## src/verilog/bru_pkg.sv

```systemverilog
// Purpose: shared constants and types for the byte rotate unit
// Assumes: 8-bit datapath, one instruction per enabled clock
// Notes:   opcode codes are local to this unit
`default_nettype none

package bru_pkg;

  localparam int unsigned BRU_DATA_W = 8;
  localparam int unsigned BRU_MSB    = 7;
  localparam int unsigned BRU_LSB    = 0;

  localparam logic [7:0] BRU_WORK_RST  = 8'h00;
  localparam logic [7:0] BRU_MEM_RST   = 8'h00;
  localparam logic       BRU_CARRY_RST = 1'b0;

  // decoded opcode; 0 means no rotate this cycle
  typedef enum logic [2:0] {
    BRU_OP_NONE         = 3'h0,
    BRU_OP_LCARRY_MEM   = 3'h1,
    BRU_OP_LCARRY_WORK  = 3'h2,
    BRU_OP_RPLAIN_MEM   = 3'h3,
    BRU_OP_RPLAIN_WORK  = 3'h4,
    BRU_OP_RCARRY_MEM   = 3'h5,
    BRU_OP_RCARRY_WORK  = 3'h6
  } bru_op_t;

endpackage

`default_nettype wire

```

## src/verilog/bru_byte_rotate_unit.sv

```systemverilog
// Purpose: rotate datapath slice of an 8-bit core (six rotate ops)
// Assumes: op_valid, op_code, operand, carry_in come from core logic
//          on sys_clk; no synchronisers needed
// Notes:   all results are registered; one op per enabled cycle
//
// Overview of operation
// - left via carry to memory: bit0 gets old carry, carry gets bit7.
// - left via carry to working register; carry gets bit7; memory kept.
// - plain right rotate to memory; bit0 goes to bit7; flags kept.
// - plain right rotate to working register; memory and flags kept.
// - right via carry to memory: bit7 gets old carry, carry gets bit0.
// - right via carry to working register; carry gets bit0; memory kept.
`default_nettype none

module bru_byte_rotate_unit
  import bru_pkg::*;
(
  input  wire logic       sys_clk,
  input  wire logic       rst,
  input  wire logic       clk_en,
  input  wire logic       op_valid,
  input  wire logic [2:0] op_code,
  input  wire logic [7:0] operand,
  input  wire logic       carry_in,
  output logic      [7:0] working_register,
  output logic      [7:0] mem_wdata,
  output logic            mem_we,
  output logic            carry_out,
  output logic            carry_we,
  output logic            done
);

  typedef struct packed {
    logic [7:0] work;
    logic [7:0] mwd;
    logic       mwe;
    logic       cy;
    logic       cwe;
    logic       done;
  } bru_state_t;

  bru_state_t s_q;
  bru_state_t s_d;

  function automatic logic [7:0] rot_left(input logic [7:0] v,
                                          input logic       b0);
    rot_left = {v[BRU_MSB-1:BRU_LSB], b0};
  endfunction

  function automatic logic [7:0] rot_right(input logic [7:0] v,
                                           input logic       b7);
    rot_right = {b7, v[BRU_MSB:BRU_LSB+1]};
  endfunction

  always_comb begin
    s_d      = s_q;
    // strobes last one enabled cycle only
    s_d.mwe  = 1'b0;
    s_d.cwe  = 1'b0;
    s_d.done = 1'b0;
    if (op_valid) begin
      s_d.done = (op_code != BRU_OP_NONE);
      case (bru_op_t'(op_code))
        BRU_OP_LCARRY_MEM: begin
          s_d.mwd = rot_left(operand, carry_in);
          s_d.mwe = 1'b1;
          s_d.cy  = operand[BRU_MSB];
          s_d.cwe = 1'b1;
        end
        BRU_OP_LCARRY_WORK: begin
          s_d.work = rot_left(operand, carry_in);
          s_d.cy   = operand[BRU_MSB];
          s_d.cwe  = 1'b1;
        end
        BRU_OP_RPLAIN_MEM: begin
          s_d.mwd = rot_right(operand, operand[BRU_LSB]);
          s_d.mwe = 1'b1;
        end
        BRU_OP_RPLAIN_WORK: begin
          s_d.work = rot_right(operand, operand[BRU_LSB]);
        end
        BRU_OP_RCARRY_MEM: begin
          s_d.mwd = rot_right(operand, carry_in);
          s_d.mwe = 1'b1;
          s_d.cy  = operand[BRU_LSB];
          s_d.cwe = 1'b1;
        end
        BRU_OP_RCARRY_WORK: begin
          s_d.work = rot_right(operand, carry_in);
          s_d.cy   = operand[BRU_LSB];
          s_d.cwe  = 1'b1;
        end
        default: begin
          s_d.done = 1'b0;
        end
      endcase
    end
  end

  // all outputs update on the same edge
  always_ff @(posedge sys_clk) begin
    if (rst) begin
      s_q <= '{work: BRU_WORK_RST, mwd: BRU_MEM_RST, mwe: 1'b0,
               cy: BRU_CARRY_RST, cwe: 1'b0, done: 1'b0};
    end else if (clk_en) begin
      s_q <= s_d;
    end
  end

  assign working_register = s_q.work;
  assign mem_wdata        = s_q.mwd;
  assign mem_we           = s_q.mwe;
  assign carry_out        = s_q.cy;
  assign carry_we         = s_q.cwe;
  assign done             = s_q.done;

  // ---- assertions ----
  // checker-only helper; the datapath itself never reads it
  logic issue;
  assign issue = clk_en && op_valid;

  property p_ltc_mem;
    @(posedge sys_clk) disable iff (rst)
    issue && op_code == BRU_OP_LCARRY_MEM |=> mem_we && carry_we &&
      mem_wdata == {$past(operand[6:0]), $past(carry_in)} &&
      carry_out == $past(operand[7]);
  endproperty
  a_ltc_mem: assert property (p_ltc_mem)
    else $error("left carry rotate to memory wrong");

  property p_ltc_work;
    @(posedge sys_clk) disable iff (rst)
    issue && op_code == BRU_OP_LCARRY_WORK |=> !mem_we && carry_we &&
      working_register == {$past(operand[6:0]), $past(carry_in)} &&
      carry_out == $past(operand[7]);
  endproperty
  a_ltc_work: assert property (p_ltc_work)
    else $error("left carry rotate to working register wrong");

  property p_rpl_mem;
    @(posedge sys_clk) disable iff (rst)
    issue && op_code == BRU_OP_RPLAIN_MEM |=> mem_we && !carry_we &&
      mem_wdata == {$past(operand[0]), $past(operand[7:1])} &&
      $stable(carry_out);
  endproperty
  a_rpl_mem: assert property (p_rpl_mem)
    else $error("right rotate to memory wrong");

  property p_rpl_work;
    @(posedge sys_clk) disable iff (rst)
    issue && op_code == BRU_OP_RPLAIN_WORK |=> !mem_we && !carry_we &&
      working_register == {$past(operand[0]), $past(operand[7:1])} &&
      $stable(carry_out);
  endproperty
  a_rpl_work: assert property (p_rpl_work)
    else $error("right rotate to working register wrong");

  property p_rtc_mem;
    @(posedge sys_clk) disable iff (rst)
    issue && op_code == BRU_OP_RCARRY_MEM |=> mem_we && carry_we &&
      mem_wdata == {$past(carry_in), $past(operand[7:1])} &&
      carry_out == $past(operand[0]);
  endproperty
  a_rtc_mem: assert property (p_rtc_mem)
    else $error("right carry rotate to memory wrong");

  property p_rtc_work;
    @(posedge sys_clk) disable iff (rst)
    issue && op_code == BRU_OP_RCARRY_WORK |=> !mem_we && carry_we &&
      working_register == {$past(carry_in), $past(operand[7:1])} &&
      carry_out == $past(operand[0]);
  endproperty
  a_rtc_work: assert property (p_rtc_work)
    else $error("right carry rotate to working register wrong");

  property p_one_cycle;
    @(posedge sys_clk) disable iff (rst)
    done && clk_en && !op_valid |=> !done && !mem_we && !carry_we;
  endproperty
  a_one_cycle: assert property (p_one_cycle)
    else $error("strobe held beyond one cycle");

  // strobes must stand through a frozen cycle, or the core loses them
  property p_idle_quiet;
    @(posedge sys_clk) disable iff (rst)
    !clk_en |=> $stable(working_register) && $stable(carry_out) &&
      $stable(mem_we) && $stable(carry_we) && $stable(done);
  endproperty
  a_idle_quiet: assert property (p_idle_quiet)
    else $error("state moved while clock enable low");

  // memory-destination ops must not disturb the working register
  property p_work_kept;
    @(posedge sys_clk) disable iff (rst)
    issue && (op_code == BRU_OP_LCARRY_MEM || op_code == BRU_OP_RPLAIN_MEM
      || op_code == BRU_OP_RCARRY_MEM) |=> $stable(working_register);
  endproperty
  a_work_kept: assert property (p_work_kept)
    else $error("memory rotate touched working register");

  property p_refused;
    @(posedge sys_clk) disable iff (rst)
    clk_en && (!op_valid || op_code == BRU_OP_NONE || op_code == 3'h7)
      |=> !done && !mem_we && !carry_we && $stable(working_register) &&
      $stable(carry_out);
  endproperty
  a_refused: assert property (p_refused)
    else $error("refused op changed state");

  // reset wins over a low clock enable
  property p_reset_clear;
    @(posedge sys_clk)
    rst |=> working_register == BRU_WORK_RST && mem_wdata == BRU_MEM_RST &&
      carry_out == BRU_CARRY_RST && !mem_we && !carry_we && !done;
  endproperty
  a_reset_clear: assert property (p_reset_clear)
    else $error("outputs not cleared by reset");

  c_ltc_mem:  cover property (@(posedge sys_clk)
    issue && op_code == BRU_OP_LCARRY_MEM);
  c_ltc_work: cover property (@(posedge sys_clk)
    issue && op_code == BRU_OP_LCARRY_WORK);
  c_rpl_work: cover property (@(posedge sys_clk)
    issue && op_code == BRU_OP_RPLAIN_WORK);
  c_rtc_b2b:  cover property (@(posedge sys_clk)
    issue && op_code == BRU_OP_RCARRY_MEM ##1 issue);
  c_freeze:   cover property (@(posedge sys_clk)
    done && !clk_en);

endmodule

`default_nettype wire

```

## config.mk

```make
export PLATFORM = sky130hd
export DESIGN_NAME = bru_byte_rotate_unit
export DESIGN_NICKNAME = d
export VERILOG_FILES = /design/src/verilog/bru_pkg.sv /design/src/verilog/bru_byte_rotate_unit.sv
export SDC_FILE = /design/constraint.sdc
export NUM_CORES = 1
export LEC_CHECK = 0
export CAP_MARGIN = 20
export CORE_MARGIN = 2
export CORE_UTILIZATION = 51
export DETAILED_ROUTE_END_ITERATION = 7
export DONT_BUFFER_PORTS = 1
export PLACE_DENSITY_LB_ADDON = 0.25
export RECOVER_POWER = 50
export SLEW_MARGIN = 10
export SYNTH_ARGS = -nofsm -noshare
export SYNTH_HDL_FRONTEND = slang
export SYNTH_SLANG_ARGS = --single-unit
```

## constraint.sdc

```tcl
create_clock -name sys_clk -period 1.09 [get_ports sys_clk]
set_input_delay 0.0545 -clock sys_clk [delete_from_list [all_inputs] [get_ports sys_clk]]
set_output_delay 0.0545 -clock sys_clk [all_outputs]
set_load 0.01 [all_outputs]
```

# Word-level counts from Yosys, hierarchy flattened
# Index checks and enable logic that the tools add are counted.
# word_totals
regBits	20
inputBits	16
output_inout_bits	20
wordCells	27
# op_classes
n_eq_ne	6
mux	5
reduce_logical	10
# ops
op	n
case mux 9 bit (3 select lines)	1
case mux 8 bit (3 select lines)	1
== test 3 bit, second input constant	3
AND reduction 3 bit	3
nonzero test 3 bit	3
== test 3 x 2 -> 1 bit, second input constant	2
OR reduction 6 bit	1
2-to-1 mux 4 bit	1
case mux 2 bit (2 select lines)	1
OR reduction 2 bit	2
== test 3 x 1 -> 1 bit, second input constant	1
nonzero test 2 bit	1
2-to-1 mux 1 bit	1

# Longest topological paths before layout
# Gate-level depths: netlist (run 1).
# depth
word_depth	4
mapped_depth	6
mapped_depth_nobuf	4

# Least setup slack after synthesis (run 1)
# OpenSTA, ideal clock, no wires.
# synth_timing
path_type	input-to-reg
from	input op_code[1]
to	register s_q (netlist bit working_register[7])
setup_time_ns	0.065
arrival_ns	0.930
t_required_ns	1.025
path_slack_ns	0.095
path_stages	6
path_buffers	2
path_cell_list	buf_4 > buf_8 > mux2i_1 > a2111oi_0 > a21oi_1 > nor2_1
# synth_between
elab_chain_cells	3
word_cells_on_any_way	6
classes_between	3 x eq/ne; 1 x mux; 2 x reduce/logical
# synth_lines
item	line	text
start, declared	bru_byte_rotate_unit.sv:22	input wire logic [2:0] op_code,
== test 3 bit or == test 3 x 2 -> 1 bit (tied branches)	bru_byte_rotate_unit.sv:63	case (bru_op_t'(op_code))
nonzero test 3 bit (no source line)	--	
AND reduction 3 bit (no source line)	--	
end signal, assigned	bru_byte_rotate_unit.sv:103	s_q <= '{work: BRU_WORK_RST, mwd: BRU_MEM_RST, mwe: 1'b0,
end, declared	bru_byte_rotate_unit.sv:42	bru_state_t s_q;
# Several ways; a longest one is shown, not always the timed one.
# A chain may end at the register's enable or synchronous reset.

# Worst setup path after layout (run 1)
# layout_timing
from	input op_valid
to	register s_q (netlist bit working_register[7])
# layout_between
elab_chain_cells	1
# layout_lines
item	line	text
start, declared	bru_byte_rotate_unit.sv:21	input wire logic op_valid,
AND reduction 3 bit (no source line)	--	
# Every way passes these cells.

==> results.cfg, run 1 <==
[layout]
design_area_um2 = 1170
proportion_of_layout_cells_with_a_drive_suffix_above_1 = 0.0672
area_delta_synth_final_pct = 11.7
finalNetCount = 151
number_of_inserted_diodes = 0

[synthesis]
syn_area_um2 = 1050
synth_seq_cells = 20
synthesis.yosys.warnings = 0
synth.avg_cell_area_um2 = 8.20
synth_cells = 128
postSynthNetCount = 144
number_of_library_cell_types_mapped_by_synthesis = 27
synth_seq_area_share = 0.381

[flow_run]
drv_cap = 0

[critical_path]
critical_path_arrival_ns = 1.26
critical_path_cell_with_the_highest_stage_delay = sky130_fd_sc_hd__dlygate4sd3_1
top_cell_family_by_delay_on_the_critical_path = buffers and inverters
worst_ep_required_time_ns = 1.33
start_kind = primary input
critPathCaptureType = flop
critPathKind = in2reg
critical_path_peak_fanout = 6
timing.critical_path.cells = nand2_1 -> a2111oi_2 -> dlygate4sd3_1 -> a21oi_1 -> nor2_1
critical-path-max-stage-delay_ns = 0.60
critPathBufInv = 1

[cts]
cts-buffers-inserted = 3
clock_sinks = 20
h-tree-depth = 1
cts_setup_buffers = 0
clkSlewWorstSetupHoldPaths_ns = 0.11
master_cell_of_the_clock_root_buffer = sky130_fd_sc_hd__clkbuf_4
cts.hold.buffers_added = 10
tritoncts_clock_tree = built
max-clock-path-buffers = 2
worstSkewPairLatency_ns = 0.30

[power]
power_per_cell_area_nw_per_um2 = 1220
vdd_ir_drop_max_mv = 0.688
total_leakage_power_nw = 0.462

[sta]
timing_hold_violations_final = 9
whs_ns = -0.0300
fin_setup_tns_ns = 0
fmax_mhz = 983
worst_slew_pin_slew_ns = 0.763
fin_crit_sh = 0.933
min_period_ns = 1.02
drv_slew = 0
grt_setup_unrepaired = false
finalSetupViolCount = 0
skew_ns = 0
slew_headroom = 0.492

[global_route]
antenna_found_initial = 0
grt_start_max_net_pins = 25
global_route_usage_over_all_layers = 0.211
vias_in_the_first_global_route = 899
grt_first_pass_wirelength_um = 4020
grt_overflow_total = 0

[place]
hpwl_um = 1620
dpl_cell_area_um2 = 1030
gp_congestion = 0.818
port-buffer-count = 0

[floorplanning]
design.core.area_um2 = 1940
io_pins = 36
fp.dieArea_um2 = 2440
floorplan.initialDensity = 0.541
fp.dieW_um = 49.4
chipHeight_um = 49.4
rows = 16

[detailed_routing]
route.detailed.drc = 0
antenna_viol_nets_final = 0
final_wl_um = 2420
starting_drc_count_in_detailed_routing = 26
route.detailed.vias_per_inst = 6.00
detailedRoute.firstPassIterationCount = 4
route.vias.total = 966
post_drt_wl_per_cell_um = 15.0

[worst_hold_path]
min_path_type = in2reg

[status]
failed_checks = negative hold slack
outcome = finished with violations
[sequential cells by signal, indices dropped and copies added (netlist names)]
signal,cells
carry_we,1
working_register,8
mem_we,1
carry_out,1
mem_wdata,8
done,1
[cell families after synthesis]
group | share of synthesized area
buffers and inverters | 0.0965
AO/OA/AOI/OAI | 0.224
multiplexers | 0.0667
AND/OR/NAND/NOR | 0.223
XOR/XNOR | 0.00834
flip-flops | 0.381
[per-layer routing]
metal  share of wire  global-route usage  vias to the layer above
met5               0                   0                        -
met4           0.018              0.0880                        0
li1                -                   -                      471
met2            0.48               0.347                       41
met3           0.071              0.0613                        5
met1            0.43               0.256                      449
[synthesized netlist by cell type]
library cell	n	area (um2)
sky130_fd_sc_hd__or3_1	2	12.5
sky130_fd_sc_hd__dfxtp_1	20	400
sky130_fd_sc_hd__inv_1	8	30.0
sky130_fd_sc_hd__nand2_1	2	7.51
sky130_fd_sc_hd__nor3_1	8	40.0
sky130_fd_sc_hd__buf_6	1	11.3
sky130_fd_sc_hd__a221oi_1	6	52.6
sky130_fd_sc_hd__a31oi_1	2	12.5
sky130_fd_sc_hd__nand3_1	8	40.0
sky130_fd_sc_hd__a21o_1	1	7.51
sky130_fd_sc_hd__buf_4	3	22.5
sky130_fd_sc_hd__buf_8	1	15.0
sky130_fd_sc_hd__nor2b_1	2	12.5
sky130_fd_sc_hd__a211oi_1	8	60.1
sky130_fd_sc_hd__clkbuf_1	2	7.51
sky130_fd_sc_hd__o22ai_1	1	6.26
sky130_fd_sc_hd__a21oi_1	9	45.0
sky130_fd_sc_hd__xnor2_1	1	8.76
sky130_fd_sc_hd__buf_2	3	15.0
sky130_fd_sc_hd__a2111oi_0	1	8.76
sky130_fd_sc_hd__nor3b_2	1	12.5
sky130_fd_sc_hd__a22oi_1	1	7.51
sky130_fd_sc_hd__nor2_1	18	67.6
sky130_fd_sc_hd__nand2b_1	4	25.0
sky130_fd_sc_hd__o21ai_0	7	35.0
sky130_fd_sc_hd__nor3_4	1	16.3
sky130_fd_sc_hd__mux2i_1	7	70.1
[report_power, final]
group	internal, mW	switching [mW]
clock network	0.204	0.228
registers	0.764	0.0354
logic	0.0955	0.0992
[worst paths after layout]
path                                 start             endpoint  slack, ns  cells past startpoint
worst max-delay path              op_valid  working_register[7]       0.07                      5
worst min-delay path            op_code[0]  working_register[6]      -0.03                      3
worst max register to register    carry_we             carry_we       0.23                      3
worst min register to register      mem_we               mem_we       0.53                      2
[timing repair]
item                                    4_1_cts  5_1_grt
endpoints found under the setup margin        0        3
hold endpoints to repair                     20        4
resized for setup                             0        3
[area by class of cell]
type	count	area [um2]
inverters	8	30.0
well taps	27	33.8
repair buffers	12	118
fillers	181	769
clock buffers	4	36.3
flip-flops and latches	20	400
multi-input cells	90	554
[cell usage in the layout (no fill, tap or decap), types with 3 or more instances in the layout]
cell / n
sky130_fd_sc_hd__a211oi_1: 8
sky130_fd_sc_hd__a21oi_1: 9
sky130_fd_sc_hd__a221oi_1: 6
sky130_fd_sc_hd__clkbuf_4: 3
sky130_fd_sc_hd__dfxtp_1: 20
sky130_fd_sc_hd__dlygate4sd3_1: 9
sky130_fd_sc_hd__inv_1: 8
sky130_fd_sc_hd__mux2i_1: 7
sky130_fd_sc_hd__nand2b_1: 4
sky130_fd_sc_hd__nand3_1: 8
sky130_fd_sc_hd__nor2_1: 18
sky130_fd_sc_hd__nor3_1: 8
sky130_fd_sc_hd__o21ai_0: 7
[through the flow]
| stage | power (mW) | std cells | utilization | setup slack [ns] |
|---|---|---|---|---|
| final | 1.43 | 161 | 0.604 | 0.0726 |
| after detailed placement | 0.964 | 147 | 0.529 | 0.0596 |
| after global placement | 0.960 | 147 | 0.529 | 0.133 |
| after global routing | 1.49 | 161 | 0.604 | 0.0196 |
| after CTS | 1.43 | 161 | 0.599 | 0.0563 |
| after floorplan | 0.980 | 128 | - | 0.0953 |
[tightest hold or removal path: cells and delay by family]
family | cells | cell delay [ns]
AO/OA/AOI/OAI | 1 | 0.05
AND/OR/NAND/NOR | 2 | 0.14
No activity file was read; power rests on OpenSTA's default activity.
==> run 2: changes to the inputs <==
--- a/config.mk
+++ b/config.mk
@@ -10,6 +10,7 @@
 export CORE_UTILIZATION = 51
 export DETAILED_ROUTE_END_ITERATION = 7
 export DONT_BUFFER_PORTS = 1
+export HOLD_SLACK_MARGIN = 0.12
 export PLACE_DENSITY_LB_ADDON = 0.25
 export RECOVER_POWER = 50
 export SLEW_MARGIN = 10
==> run 2 against run 1 <==
  * Critical endpoint is now carry_out
  * Setup slack gained 0.0057 ns
  * Count of clock-buffer cells in the layout unchanged
  * Cell count rose by 4.3%
  * Via count up 1.3%
  * Sequential power barely moved
  * The run still ends with negative hold slack left
  * Largest cell class unchanged
==> results.cfg, run 2 (synthesis results as in run 1) <==
[status]
outcome = finished with violations
failed_checks = negative hold slack

[place]
hpwl_um = 1620
dp_cells = 147
dpl_cell_area_um2 = 1030
port-buffer-count = 0
gp_congestion = 0.818
placement.setup.worst_slack_ns = 0.0596

[power]
total_leakage_power_nw = 0.504
final_power_mw = 1.47
power_per_cell_area_nw_per_um2 = 1180
vdd_ir_drop_max_mv = 0.711

[global_route]
vias_in_the_first_global_route = 927
grt_first_pass_wirelength_um = 4230
grt_overflow_total = 0
antenna_found_initial = 0
global_route_usage_over_all_layers = 0.224
grt_start_max_net_pins = 22

[layout]
area_delta_synth_final_pct = 18.8
proportion_of_layout_cells_with_a_drive_suffix_above_1 = 0.0638
final_core_utilization = 0.642
storage_element_area_um2 = 400
number_of_inserted_diodes = 0
layoutNonFillerInstCount = 168
final_common_cell = sky130_fd_sc_hd__dfxtp_1
multiInputGateArea_um2 = 554
fill_cells = 168
finalNetCount = 158
design_area_um2 = 1250
final_cell_mix = sky130_fd_sc_hd__dfxtp_1, sky130_fd_sc_hd__nor2_1, sky130_fd_sc_hd__dlygate4sd3_1

[detailed_routing]
post_drt_wl_per_cell_um = 14.9
final_wl_um = 2500
antenna_viol_nets_final = 0
detailedRoute.firstPassIterationCount = 4
starting_drc_count_in_detailed_routing = 29
route.detailed.drc = 0
route.vias.total = 979
route.detailed.vias_per_inst = 5.83

[cts]
worstSkewPairLatency_ns = 0.30
master_cell_of_the_clock_root_buffer = sky130_fd_sc_hd__clkbuf_4
max-clock-path-buffers = 2
clock_sinks = 20
tritoncts_clock_tree = built
cts_setup_buffers = 0
clkSlewWorstSetupHoldPaths_ns = 0.10
h-tree-depth = 1
cts-buffers-inserted = 3
cts.hold.buffers_added = 17

[sta]
whs_ns = -0.0460
layout_setup_ws_ns = 0.0783
skew_ns = 0
fin_crit_sh = 0.928
timing_hold_violations_final = 9
finalSetupViolCount = 0
slew_headroom = 0.505
worst_slew_pin_slew_ns = 0.742
fmax_mhz = 988
grt_setup_unrepaired = false
fin_setup_tns_ns = 0
drv_slew = 0
min_period_ns = 1.01

[floorplanning]
rows = 16
floorplan.initialDensity = 0.541
fp.dieArea_um2 = 2440
chipHeight_um = 49.4
io_pins = 36
fp.dieW_um = 49.4
design.core.area_um2 = 1940

[flow_run]
drv_cap = 0

[critical_path]
critical-path-max-stage-delay_ns = 0.57
critPathBufInv = 1
critical_path_arrival_ns = 1.25
timing.critical_path.cells = xnor2_1 -> dlygate4sd3_1 -> or3_1 -> a21oi_1
start_kind = primary input
critPathCaptureType = flop
critical_path_peak_fanout = 21
critPathKind = in2reg
critical_path_cell_with_the_highest_stage_delay = sky130_fd_sc_hd__dlygate4sd3_1
worst_ep_required_time_ns = 1.33
top_cell_family_by_delay_on_the_critical_path = buffers and inverters

[worst_hold_path]
min_path_type = in2reg
==> run 2: cell count changes in the layout (fill, tap and decap cells not counted) <==
cell | previous run | this run
sky130_fd_sc_hd__dlygate4sd3_1 | 9 | 14
sky130_fd_sc_hd__dlymetal6s4s_1 | 1 | 3
==> run 2: final cells by class <==
type | count | area share
Inverter | 8 | 0.0241
Tap cell | 27 | 0.0271
Clock buffer | 4 | 0.0291
Sequential cell | 20 | 0.321
Timing Repair Buffer | 19 | 0.154
Multi-Input combinational cell | 90 | 0.444
==> run 2: worst paths after layout <==
path | cells after the start | to | slack, ns | from
worst min-delay path | 3 | working_register[7] | -0.05 | op_code[0]
worst min register to register | 2 | mem_we | 0.53 | mem_we
worst max register to register | 3 | carry_we | 0.27 | carry_we
worst max-delay path | 4 | carry_out | 0.08 | op_code[1]
==> run 2: worst reg2reg max path: stages (launching register included) <==
cell and delay (ns):
sky130_fd_sc_hd__dfxtp_1 0.40, sky130_fd_sc_hd__inv_1 0.06, sky130_fd_sc_hd__o22ai_1 0.13, sky130_fd_sc_hd__nor2b_1 0.16
==> run 2: repair_timing <==
action                     in CTS  in global routing
gates resized for setup         0                  5
setup endpoints to repair       0                  2
hold endpoints to repair       20                  9
==> run 2: power breakdown <==
group	leakage, nW	total (mW)	switching [mW]	internal (mW)
clock	0.0210	0.436	0.232	0.205
combinational	0.320	0.237	0.117	0.120
sequential	0.163	0.799	0.0355	0.764
total	0.504	1.47	0.384	1.09
==> run 2: per-layer routing <==
layer  track usage  vias to the layer above  part of all wire
met1         0.275                      457              0.43
li1              -                      490                 -
met3        0.0613                        5             0.060
met2         0.374                       27              0.49
met4        0.0833                        0             0.016
met5             0                        -                 0
